File: src/cpu8_decode_pkg.sv
// Package for the accumulator arithmetic, logical and rotate decoder.
// Assumes one processor clock; all users refer to names as cpu8_decode_pkg::name.
package cpu8_decode_pkg;

    // Width of the cycle budget field
    localparam int CYCLE_W = 4;

    // Clock-cycle budgets per instruction form
    localparam logic [CYCLE_W-1:0] CYC_REG        = 4'h4;
    localparam logic [CYCLE_W-1:0] CYC_MEM        = 4'h7;
    localparam logic [CYCLE_W-1:0] CYC_IMM        = 4'h7;
    localparam logic [CYCLE_W-1:0] CYC_PAIR       = 4'hA;
    localparam logic [CYCLE_W-1:0] CYC_ROTATE     = 4'h4;
    localparam logic [CYCLE_W-1:0] CYC_COND_SHORT = 4'h6;
    localparam logic [CYCLE_W-1:0] CYC_COND_LONG  = 4'hC;
    localparam logic [CYCLE_W-1:0] CYC_NONE       = 4'h0;

    // Three-bit register operand codes
    localparam logic [2:0] REG_B   = 3'h0;
    localparam logic [2:0] REG_C   = 3'h1;
    localparam logic [2:0] REG_D   = 3'h2;
    localparam logic [2:0] REG_E   = 3'h3;
    localparam logic [2:0] REG_H   = 3'h4;
    localparam logic [2:0] REG_L   = 3'h5;
    localparam logic [2:0] REG_MEM = 3'h6;
    localparam logic [2:0] REG_ACC = 3'h7;

    // Register pair codes for the pair addition
    localparam logic [1:0] PAIR_BC = 2'h0;
    localparam logic [1:0] PAIR_DE = 2'h1;
    localparam logic [1:0] PAIR_HL = 2'h2;
    localparam logic [1:0] PAIR_SP = 2'h3;

    // Operation; codes 0..7 follow opcode bits 5:3 of the accumulator groups
    typedef enum logic [3:0] {
        OP_ADD          = 4'h0,
        OP_ADC          = 4'h1,
        OP_SUB          = 4'h2,
        OP_MINUS_BORROW = 4'h3,
        OP_AND          = 4'h4,
        OP_XOR          = 4'h5,
        OP_OR           = 4'h6,
        OP_COMPARE      = 4'h7,
        OP_ROT_L_CIRC   = 4'h8,
        OP_ROT_R_CIRC   = 4'h9,
        OP_ROT_L_CARRY  = 4'hA,
        OP_ROT_R_CARRY  = 4'hB,
        OP_PAIR_ADD     = 4'hC,
        OP_COND_TIMED   = 4'hD,
        OP_NONE         = 4'hF
    } alu_op_t;

    // Where the second operand comes from
    typedef enum logic [2:0] {
        SRC_NONE = 3'h0,
        SRC_REG  = 3'h1,
        SRC_MEM  = 3'h2,
        SRC_IMM  = 3'h3,
        SRC_PAIR = 3'h4
    } operand_src_t;

    // Condition flags
    typedef struct packed {
        logic sign;
        logic zero;
        logic parity;
        logic carry;
    } flags_t;

    // Decoded instruction
    typedef struct packed {
        logic               known;
        alu_op_t            op;
        operand_src_t       src;
        logic [2:0]         source_field;
        logic [1:0]         pair_sel;
        logic               writes_acc;
        logic [CYCLE_W-1:0] cycles;
    } decode_t;

endpackage

File: src/acc_alu_unit.sv
// Accumulator arithmetic, logic and rotate unit, purely combinational.
// Assumes the caller registers its outputs and supplies the decoded operation.
`timescale 1ns/1ns
module acc_alu_unit (
    // Operation and operands
    input  wire cpu8_decode_pkg::alu_op_t op,
    input  wire logic [7:0]               acc,
    input  wire logic [7:0]               operand,
    input  wire cpu8_decode_pkg::flags_t  flags_in,
    // Results
    output cpu8_decode_pkg::flags_t       flags_out,
    output logic [7:0]                    result
);

    logic [8:0] wide;
    logic       use_carry;

    // Carry-in only for the with-carry and with-borrow forms
    assign use_carry = (op == cpu8_decode_pkg::OP_ADC) || (op == cpu8_decode_pkg::OP_MINUS_BORROW);

    // Compute result and flags
    always_comb begin
        wide      = 9'h000;
        result    = acc;
        flags_out = flags_in;
        unique case (op)
            cpu8_decode_pkg::OP_ADD, cpu8_decode_pkg::OP_ADC: begin
                wide = {1'b0, acc} + {1'b0, operand} + {8'h00, use_carry & flags_in.carry};
            end
            cpu8_decode_pkg::OP_SUB, cpu8_decode_pkg::OP_MINUS_BORROW, cpu8_decode_pkg::OP_COMPARE: begin
                // Top bit of the 9-bit difference is the borrow
                wide = {1'b0, acc} - {1'b0, operand} - {8'h00, use_carry & flags_in.carry};
            end
            cpu8_decode_pkg::OP_AND: wide = {1'b0, acc & operand};
            cpu8_decode_pkg::OP_XOR: wide = {1'b0, acc ^ operand};
            cpu8_decode_pkg::OP_OR:  wide = {1'b0, acc | operand};
            default: wide = 9'h000;
        endcase

        unique case (op)
            cpu8_decode_pkg::OP_ADD, cpu8_decode_pkg::OP_ADC, cpu8_decode_pkg::OP_SUB,
            cpu8_decode_pkg::OP_MINUS_BORROW, cpu8_decode_pkg::OP_AND, cpu8_decode_pkg::OP_XOR,
            cpu8_decode_pkg::OP_OR, cpu8_decode_pkg::OP_COMPARE: begin
                result           = wide[7:0];
                flags_out.carry  = wide[8];
                flags_out.zero   = (wide[7:0] == 8'h00);
                flags_out.sign   = wide[7];
                flags_out.parity = ~^wide[7:0];
                if (op == cpu8_decode_pkg::OP_COMPARE) begin
                    result = acc;
                end
            end
            // Circular rotations copy the bit shifted out into carry
            cpu8_decode_pkg::OP_ROT_L_CIRC: begin
                result          = {acc[6:0], acc[7]};
                flags_out.carry = acc[7];
            end
            cpu8_decode_pkg::OP_ROT_R_CIRC: begin
                result          = {acc[0], acc[7:1]};
                flags_out.carry = acc[0];
            end
            // Through-carry rotations form a nine-bit ring
            cpu8_decode_pkg::OP_ROT_L_CARRY: begin
                result          = {acc[6:0], flags_in.carry};
                flags_out.carry = acc[7];
            end
            cpu8_decode_pkg::OP_ROT_R_CARRY: begin
                result          = {flags_in.carry, acc[7:1]};
                flags_out.carry = acc[0];
            end
            default: begin
                result    = acc;
                flags_out = flags_in;
            end
        endcase
    end

endmodule

File: src/cpu8_alu_logic_rotate_decode.sv
// Opcode decoder and cycle budgeter for accumulator arithmetic, pair add,
// subtract, logical, compare and rotate instructions.
// Assumes fetch and datapath run on the same clock and present the opcode
// together with the accumulator, the fetched operand and the current flags.
`timescale 1ns/1ns
module cpu8_alu_logic_rotate_decode (
    // Clock and reset
    input  wire logic                     clock,
    input  wire logic                     rst_n,
    // Request from fetch
    input  wire logic                     op_valid,
    input  wire logic [7:0]               opcode,
    input  wire logic                     cond_met,
    // Operands from the datapath
    input  wire logic [7:0]               acc_in,
    input  wire logic [7:0]               operand_in,
    input  wire cpu8_decode_pkg::flags_t  flags_in,
    // Registered answer
    output logic                          dec_valid,
    output cpu8_decode_pkg::decode_t      dec,
    output logic [7:0]                    acc_out,
    output cpu8_decode_pkg::flags_t       flags_out
);

    cpu8_decode_pkg::decode_t next_dec;
    cpu8_decode_pkg::flags_t  alu_flags;
    logic [7:0]               alu_result;

    // Decode the opcode into operation, operand source and cycle budget
    always_comb begin
        next_dec              = '0;
        next_dec.known        = 1'b1;
        next_dec.op           = cpu8_decode_pkg::OP_NONE;
        next_dec.src          = cpu8_decode_pkg::SRC_NONE;
        next_dec.source_field = opcode[2:0];
        next_dec.pair_sel     = opcode[5:4];
        next_dec.writes_acc   = 1'b0;
        next_dec.cycles       = cpu8_decode_pkg::CYC_NONE;
        casez (opcode)
            // Register and memory accumulator groups, op in bits 5:3
            8'b10??????: begin
                next_dec.op         = cpu8_decode_pkg::alu_op_t'({1'b0, opcode[5:3]});
                next_dec.writes_acc = (opcode[5:3] != 3'h7);
                if (opcode[2:0] == cpu8_decode_pkg::REG_MEM) begin
                    next_dec.src    = cpu8_decode_pkg::SRC_MEM;
                    next_dec.cycles = cpu8_decode_pkg::CYC_MEM;
                end else begin
                    next_dec.src    = cpu8_decode_pkg::SRC_REG;
                    next_dec.cycles = cpu8_decode_pkg::CYC_REG;
                end
            end
            // Immediate accumulator group
            8'b11???110: begin
                next_dec.op         = cpu8_decode_pkg::alu_op_t'({1'b0, opcode[5:3]});
                next_dec.writes_acc = (opcode[5:3] != 3'h7);
                next_dec.src        = cpu8_decode_pkg::SRC_IMM;
                next_dec.cycles     = cpu8_decode_pkg::CYC_IMM;
            end
            // Register pair added into HL
            8'b00??1001: begin
                next_dec.op     = cpu8_decode_pkg::OP_PAIR_ADD;
                next_dec.src    = cpu8_decode_pkg::SRC_PAIR;
                next_dec.cycles = cpu8_decode_pkg::CYC_PAIR;
            end
            // Accumulator rotations
            8'b00000111: begin
                next_dec.op         = cpu8_decode_pkg::OP_ROT_L_CIRC;
                next_dec.writes_acc = 1'b1;
                next_dec.cycles     = cpu8_decode_pkg::CYC_ROTATE;
            end
            8'b00010111: begin
                next_dec.op         = cpu8_decode_pkg::OP_ROT_L_CARRY;
                next_dec.writes_acc = 1'b1;
                next_dec.cycles     = cpu8_decode_pkg::CYC_ROTATE;
            end
            8'b00001111: begin
                next_dec.op         = cpu8_decode_pkg::OP_ROT_R_CIRC;
                next_dec.writes_acc = 1'b1;
                next_dec.cycles     = cpu8_decode_pkg::CYC_ROTATE;
            end
            8'b00011111: begin
                next_dec.op         = cpu8_decode_pkg::OP_ROT_R_CARRY;
                next_dec.writes_acc = 1'b1;
                next_dec.cycles     = cpu8_decode_pkg::CYC_ROTATE;
            end
            // Conditional returns: budget follows the tested condition
            8'b11???000: begin
                next_dec.op     = cpu8_decode_pkg::OP_COND_TIMED;
                next_dec.cycles = cond_met ? cpu8_decode_pkg::CYC_COND_LONG
                                           : cpu8_decode_pkg::CYC_COND_SHORT;
            end
            default: begin
                next_dec.known = 1'b0;
            end
        endcase
    end

    // Result and flag computation
    acc_alu_unit u_alu (
        .op        (next_dec.op),
        .acc       (acc_in),
        .operand   (operand_in),
        .flags_in  (flags_in),
        .flags_out (alu_flags),
        .result    (alu_result)
    );

    // Answer valid strobe
    always_ff @(posedge clock or negedge rst_n) begin
        if (!rst_n) begin
            dec_valid <= 1'b0;
        end else begin
            dec_valid <= op_valid;
        end
    end

    // Decode register, loaded on each request
    always_ff @(posedge clock or negedge rst_n) begin
        if (!rst_n) begin
            dec <= '0;
        end else if (op_valid) begin
            dec <= next_dec;
        end
    end

    // Accumulator and flags; compare, pair add, conditional and unknown keep A, others take the ALU result
    always_ff @(posedge clock or negedge rst_n) begin
        if (!rst_n) begin
            acc_out   <= 8'h00;
            flags_out <= '0;
        end else if (op_valid) begin
            acc_out   <= next_dec.writes_acc ? alu_result : acc_in;
            flags_out <= alu_flags;
        end
    end

endmodule

File: config.mk
export PLATFORM = sky130hd
export DESIGN_NAME = cpu8_alu_logic_rotate_decode
export DESIGN_NICKNAME = d
export VERILOG_FILES = /design/src/cpu8_decode_pkg.sv /design/src/acc_alu_unit.sv /design/src/cpu8_alu_logic_rotate_decode.sv
export SDC_FILE = /design/constraint.sdc
export NUM_CORES = 1
export LEC_CHECK = 0
export ABC_AREA = 1
export BUFFER_PORTS_ARGS = -buffer_cell sky130_fd_sc_hd__buf_2
export CORE_MARGIN = 10
export CORE_UTILIZATION = 45
export CTS_BUF_LIST = sky130_fd_sc_hd__clkbuf_16
export DETAILED_ROUTE_END_ITERATION = 8
export PLACE_DENSITY_LB_ADDON = 0.3
export RECOVER_POWER = 50
export REMOVE_ABC_BUFFERS = 1
export SYNTH_ARGS = -nofsm -noshare
export SYNTH_HDL_FRONTEND = slang
export SYNTH_HIERARCHICAL = 1
export SYNTH_SLANG_ARGS = --single-unit
File: constraint.sdc
create_clock -name clock -period 0.8 [get_ports clock]
set_input_delay 0.04 -clock clock [delete_from_list [all_inputs] [get_ports clock]]
set_output_delay 0.04 -clock clock [all_outputs]
set_load 0.02 [all_outputs]
==> results.sh, run 1 <==
export IMPL_fin_nets=822
export IMPL_rsz0062_at_grt="yes"
export IMPL_core_area_sq_um=7214
export IMPL_routed_wl_um=22000
export IMPL_leakage_nw=3.400
export IMPL_areaGrowthSynthToFinish_pct=91.84
export IMPL_port_buffers=62
export IMPL_rows=31
export IMPL_drtIter0Drc=1143
export IMPL_crit_fanout=6
export IMPL_die_area_sq_um=11190
export IMPL_cts_buffer_depth=2
export IMPL_tightest_slew_ns=0.5118
export IMPL_netlist_instances=519
export IMPL_synth_seq_cells=31
export IMPL_path_clk_slew_ns=0.06
export IMPL_max_slew_margin_rel=0.6588
export IMPL_dr_total_vias=5507
export IMPL_final_min_clock_period_ns=3.739
export IMPL_h_tree_depth=2
export IMPL_path_common_cell="nand2_4"
export IMPL_cts_tree="yes"
export IMPL_firstDrtPassIters=9
export IMPL_hold_viol_final=0
export IMPL_grt_use_met1=0.3181
export IMPL_synth_edf_count=0
export IMPL_first_global_vias=5003
export IMPL_ys_seq_area_frac=0.2341
export IMPL_netlist_top_cells_count="156 x nand2_1, 91 x inv_1, 53 x nand3_1, 48 x nor2_1, 34 x ha_1"
export IMPL_worstHoldPathType="in -> reg"
export IMPL_start_util=0.4592
export IMPL_min_period_over_period=4.674
export IMPL_via_per_inst=6.464
export IMPL_outcome="finished with violations"
export IMPL_grt_overflow_total=0
export IMPL_cp_slowest_cell="fa_2"
export IMPL_finish_utilization=0.8810
export IMPL_synth_ff_type="dfrtp_1"
export IMPL_root_buffer="clkbuf_16"
export IMPL_netlist_area_sq_um=3313
export IMPL_failed_checks="design-rule violations, negative setup slack"
export IMPL_ys_async_sr_fraction=1.000
export IMPL_die_h_um=105.8
export IMPL_wl_per_cell_um=25.82
export IMPL_grt_pass1_wl_um=26480
export IMPL_die_x_um=105.8
export IMPL_drc_errors=206
export IMPL_fill_cells=286
export IMPL_cts_sinks=31
export IMPL_yosys_top_cells_area="dfrtp_1 23%, nand2_1 18%, ha_1 13%"
export IMPL_critPathCaptureType="flip-flop"
export IMPL_synth_top_area_frac=0.2341
export IMPL_p_per_area_nw_per_um2=1389
export IMPL_max_freq_mhz=267.4
export IMPL_crit_type="in -> reg"
export IMPL_fin_ws_ns=-2.939
export IMPL_cts_buffers=5
export IMPL_finalWeightedCongestion=0.9681
export IMPL_cp_slowest_stage_delay_ns=0.41
export IMPL_whs_ns=0.09049
export IMPL_hpwl_um=8442
export IMPL_synth_top_cell_by_area="dfrtp_1"
export IMPL_total_power_mw=8.828
export IMPL_drv_cap=0
export IMPL_synth_most_common_cell="nand2_1"
export IMPL_drive_above_1_share=0.5179
export IMPL_irDropWorstVdd_uv=912.6
export IMPL_pin_count=63
export IMPL_grt_max_degree=32
export IMPL_use_met3=0.06273
export IMPL_antennaDiodeCount=0
export IMPL_insertion_delay_ns=0.28
export IMPL_grt_busiest_layer="met2"
export IMPL_drv_slew=0
export IMPL_finClkSkew_ns=0
export IMPL_antenna_found_initial=0
export IMPL_grt_util_all_layers=0.2938
export IMPL_final_antenna_net_count=0
export IMPL_synth_warnings=6
export IMPL_synth_distinct_cells=39
export IMPL_setup_viol_count_final=54
export IMPL_grtUsageMet2=0.4929
export IMPL_start_kind="input pin"
export IMPL_required_ns=0.97
export IMPL_syn_avg_cell_area_sq_um=6.384
export IMPL_critPathArrivalTime_ns=3.91
[layer usage]
layer | part of all wire | routed length [um]
met2 | 0.43 | 9371
met3 | 0.14 | 3056
met5 | 0 | 0
met4 | 0.11 | 2485
met1 | 0.32 | 7086
[layout make-up]
type / count / area (sq um) / share of cell area
inverters: 98 / 377.9 / 0.05945
clock buffers: 5 / 125.1 / 0.01969
clock inverters: 3 / 11.26 / 0.001772
repair buffers: 235 / 2143 / 0.3372
well taps: 99 / 123.9 / 0.01949
multi-input cells: 381 / 2799 / 0.4404
flip-flops and latches: 31 / 775.7 / 0.1220
[flip-flops by register name (all words and copies together), names as in the netlist]
name       cells
dec           18
acc_out        8
flags_out      4
dec_valid      1
[cells by family (layout without fill, tap and decap cells)]
logic type               Yosys count  count (layout)  share of synthesized area
AND/OR/NAND/NOR                  289             289                     0.3776
buffers and inverters            107             341                     0.1276
AO/OA/AOI/OAI                     49              49                    0.09479
adder cells (fa/ha/maj)           38              38                     0.1526
flip-flops                        31              31                     0.2341
XOR/XNOR                           5               5                    0.01322
[layout by cell type (no fill, tap or decap), types with 4 or more instances in the layout]
master,netlist,routed
inv_2,7,17
nor2_1,48,33
buf_6,2,85
buf_8,0,4
clkbuf_16,0,5
nand3_2,1,24
nand3_4,0,5
nand2_2,3,30
buf_12,0,6
o21ai_0,12,5
nand4_1,12,12
ha_4,0,5
fa_2,0,4
o22ai_1,5,5
o21ai_1,3,5
ha_1,34,28
a21oi_1,8,7
nor2_4,3,11
inv_1,91,78
dfrtp_1,31,31
buf_2,2,26
nor2_2,2,9
buf_4,1,110
a21oi_2,3,4
nand2_4,1,19
inv_4,0,4
a22oi_1,6,6
nand2_1,156,109
o21ai_2,0,4
nand3_1,53,25
[critical path, delay by kind of cell]
family	cells	cell delay (ns)
and+or+nand+nor	15	1.95
adders and majority gates	3	0.80
buffers and inverters	6	0.62
xor gates and xnor gates	2	0.40
AOI/OAI and AO/OA	1	0.08
[stage by stage]
step           instances  instance area (sq um)  setup WS [ns]  TNS (ns)
3_3_place_gp         765                   4423         -2.793    -30.35
3_5_place_dp         765                   4423         -2.927    -31.72
2_1_floorplan        510                   3258         -2.925    -28.26
5_1_grt              852                   6356         -2.925    -41.86
4_1_cts              852                   5788         -2.246    -34.34
6_report             852                   6356         -2.939    -40.86
[where the power goes]
group,switching (mW),total (mW),leakage [nW],internal [mW]
logic,2.82,5.04,2.95,2.21
clock network,0.778,1.90,0.0701,1.12
registers,0.162,1.89,0.381,1.73
total,3.76,8.83,3.40,5.07
[what timing repair did]
action | CTS | global route
hold endpoints to repair | 31 | 0
endpoints found under the setup margin | 46 | 54
resized for setup | 179 | 164
hold buffers | 1 | 0
cloned | 1 | 0
pin swaps | 54 | 58
buffers inserted | 106 | 35
[path summary, 6_finish.rpt]
check	end	slack, ns	cells past startpoint	from
setup / recovery	flags_out[1]	-2.94	27	opcode[0]
setup reg to reg	dec[10]	-0.10	3	dec[10]
hold / removal	dec[6]	0.09	3	opcode[5]
max in group asynchronous	dec[3]	0.10	3	rst_n
hold reg to reg	acc_out[4]	0.51	2	acc_out[4]
min in group asynchronous	dec[15]	0.37	3	rst_n
Note: power is estimated with default switching activity, not from simulation.
==> run 2: changes to the inputs <==
- SYNTH_HIERARCHICAL: 1 -> default
==> run 2 against run 1 <==
The run ends with negative setup slack left. Critical path depth fell by 3. Sequential share of layout area rose by 1.7 points. Setup slack got worse by 0.055 ns. Final area fell by 12%. Final cell count fell by 6.6%. Largest cell class unchanged.
==> results.sh, run 2 <==
export IMPL_outcome="finished with violations"
export IMPL_failed_checks="negative setup slack"
export IMPL_min_period_over_period=4.742
export IMPL_cts_sinks=31
export IMPL_cts_buffers=5
export IMPL_core_area_sq_um=6907
export IMPL_netlist_area_sq_um=3263
export IMPL_drc_errors=0
export IMPL_crit_fanout=3
export IMPL_first_global_vias=4299
export IMPL_path_clk_slew_ns=0.05
export IMPL_synthXorXnorAreaFrac=0.01342
export IMPL_ys_seq_area_frac=0.2377
export IMPL_hpwl_um=9138
export IMPL_synth_most_common_cell="nand2_1"
export IMPL_irDropWorstVdd_uv=1146
export IMPL_max_slew_margin_rel=0.6189
export IMPL_pin_count=63
export IMPL_final_min_clock_period_ns=3.794
export IMPL_grt_max_degree=32
export IMPL_muxShareOfSynthArea=0
export IMPL_rows=30
export IMPL_synth_ff_type="dfrtp_1"
export IMPL_multi_input_area_sq_um=2530
export IMPL_top_register="dec"
export IMPL_grt_util_all_layers=0.2301
export IMPL_path_common_cell="buf_4"
export IMPL_crit_type="in -> reg"
export IMPL_start_kind="input pin"
export IMPL_largestRegisters="dec (18), acc_out (8), flags_out (4)"
export IMPL_drv_slew=0
export IMPL_antenna_found_initial=0
export IMPL_final_antenna_net_count=0
export IMPL_tightest_slew_ns=0.5716
export IMPL_port_buffers=62
export IMPL_pre_cts_slack_ns=-3.428
export IMPL_netlist_instances=496
export IMPL_placed_cell_area_sq_um=4492
export IMPL_total_power_mw=7.301
export IMPL_h_tree_depth=2
export IMPL_die_h_um=105.2
export IMPL_wl_per_cell_um=19.32
export IMPL_ys_async_sr_fraction=1.000
export IMPL_die_x_um=105.2
export IMPL_start_util=0.4725
export IMPL_finalWeightedCongestion=1.033
export IMPL_layout_commonest_cell="buf_4"
export IMPL_finish_utilization=0.8069
export IMPL_crit_chain="buf_2 -> buf_4 -> inv_1 -> nor2_4 -> nor2_4 -> nand2_4 -> nand3_4 -> fa_1 -> inv_2 -> ha_4 -> or2_4 -> fa_2 -> nor2_4 -> buf_4 -> buf_4 -> buf_4 -> o21ai_4 -> and2_1 -> ha_1 -> xnor2_2 -> xnor2_1 -> nor2_1 -> a21oi_2 -> o21ai_2"
export IMPL_synth_edf_count=0
export IMPL_max_freq_mhz=263.6
export IMPL_insertion_delay_ns=0.29
export IMPL_critPathArrivalTime_ns=3.96
export IMPL_netlist_top_cells_count="141 x nand2_1, 74 x inv_1, 39 x nor2_1, 37 x nand3_1, 34 x ha_1"
export IMPL_regArea_sq_um=775.7
export IMPL_worstHoldPathType="in -> reg"
export IMPL_root_buffer="clkbuf_16"
export IMPL_drtIter0Drc=313
export IMPL_synth_top_cell_by_area="dfrtp_1"
export IMPL_p_per_area_nw_per_um2=1310
export IMPL_synth_seq_cells=31
export IMPL_grt_overflow_total=0
export IMPL_cp_slowest_cell="fa_1"
export IMPL_fin_ws_ns=-2.994
export IMPL_final_cell_mix="129 x buf_4, 125 x nand2_1, 70 x inv_1"
export IMPL_fill_cells=425
export IMPL_finClkSkew_ns=0
export IMPL_synth_compound_area_frac=0.1093
export IMPL_synth_warnings=0
export IMPL_drive_above_1_share=0.4286
export IMPL_synth_top_family_by_area="simple AND/OR/NAND/NOR gates"
export IMPL_fin_nets=770
export IMPL_setup_viol_count_final=52
export IMPL_syn_avg_cell_area_sq_um=6.579
export IMPL_drv_cap=0
export IMPL_whs_ns=0.06262
export IMPL_cts_tree="yes"
export IMPL_antennaDiodeCount=0
export IMPL_dr_total_vias=4405
export IMPL_synth_adder_area_share=0.1549
export IMPL_firstDrtPassIters=4
export IMPL_areaGrowthSynthToFinish_pct=70.78
export IMPL_largest_reg_flops=18
export IMPL_yosys_top_cells_area="dfrtp_1 24%, nand2_1 16%, ha_1 13%"
export IMPL_critPathCaptureType="flip-flop"
export IMPL_leakage_nw=3.025
export IMPL_die_area_sq_um=11060
export IMPL_design_area_sq_um=5573
export IMPL_synth_distinct_cells=36
export IMPL_cts_buffer_depth=2
export IMPL_synth_simple_area_share=0.3765
export IMPL_rsz0062_at_grt="yes"
export IMPL_routed_wl_um=15380
export IMPL_cp_slowest_stage_delay_ns=0.55
export IMPL_required_ns=0.96
export IMPL_hold_viol_final=0
export IMPL_synth_top_area_frac=0.2377
export IMPL_grt_pass1_wl_um=21210
export IMPL_via_per_inst=5.534
-- run 2: cells by family after synthesis --
family	Yosys count
buffers and inverters	91
XOR/XNOR	5
AND/OR/NAND/NOR	268
AO/OA/AOI/OAI	63
adder cells (fa/ha/maj)	38
flip-flops	31
-- run 2: repair_timing --
action                     CTS  global route
pin swaps                   41            49
buffers inserted            28            20
setup endpoints to repair   51            52
gates cloned                 0             0
hold buffers                 1             0
hold endpoints to repair    31             0
resized for setup          139            55
-- run 2: cell type report --
type / count / share of cell area
clock buffer: 5 / 0.02245
clock inverter: 2 / 0.001572
inverter: 82 / 0.05703
multi-input combinational: 374 / 0.4540
sequential: 31 / 0.1392
tap: 96 / 0.02155
timing repair buffer: 206 / 0.3042
-- run 2: worst max-delay path: cells and delay by family --
kind,cells,cell delay (ns)
AOI/OAI and AO/OA,3,0.28
xor gates and xnor gates,2,0.37
adders and majority gates,4,1.40
buffers and inverters,7,0.74
and+or+nand+nor,8,1.11
-- run 2: per-stage QoR --
| step | cells | TNS, ns |
|---|---|---|
| 2_1_floorplan | 487 | -27.19 |
| 3_3_place_gp | 754 | -33.00 |
| 3_5_place_dp | 754 | -34.90 |
| 4_1_cts | 788 | -27.05 |
| 5_1_grt | 796 | -31.95 |
| 6_report | 796 | -29.65 |
-- run 2: metal layers --
metal / wire length [um] / share of wire / vias to the layer above / global-route usage
met4: 1039 / 0.068 / 0 / 0.1000
met5: 0 / 0 / - / 0
met1: 5746 / 0.37 / 1998 / 0.2553
met2: 7342 / 0.48 / 304 / 0.4088
li1: - / - / 1999 / -
met3: 1249 / 0.081 / 104 / 0.05344
-- run 2: worst paths after layout --
path / startpoint / to / slack [ns] / cells past startpoint
max: opcode[3] / flags_out[1] / -2.99 / 24
min reg2reg: acc_out[3] / acc_out[3] / 0.50 / 2
min: flags_in[1] / flags_out[1] / 0.06 / 3
max in group asynchronous: rst_n / flags_out[3] / 0.10 / 3
min in group asynchronous: rst_n / dec[1] / 0.38 / 3
max reg2reg: dec[17] / dec[17] / -0.11 / 2
-- run 2: where the power goes --
part,total [mW],switching [mW],internal [mW]
clock network,1.81,0.696,1.12
logic,3.63,1.94,1.69
registers,1.86,0.132,1.73
total,7.30,2.76,4.54
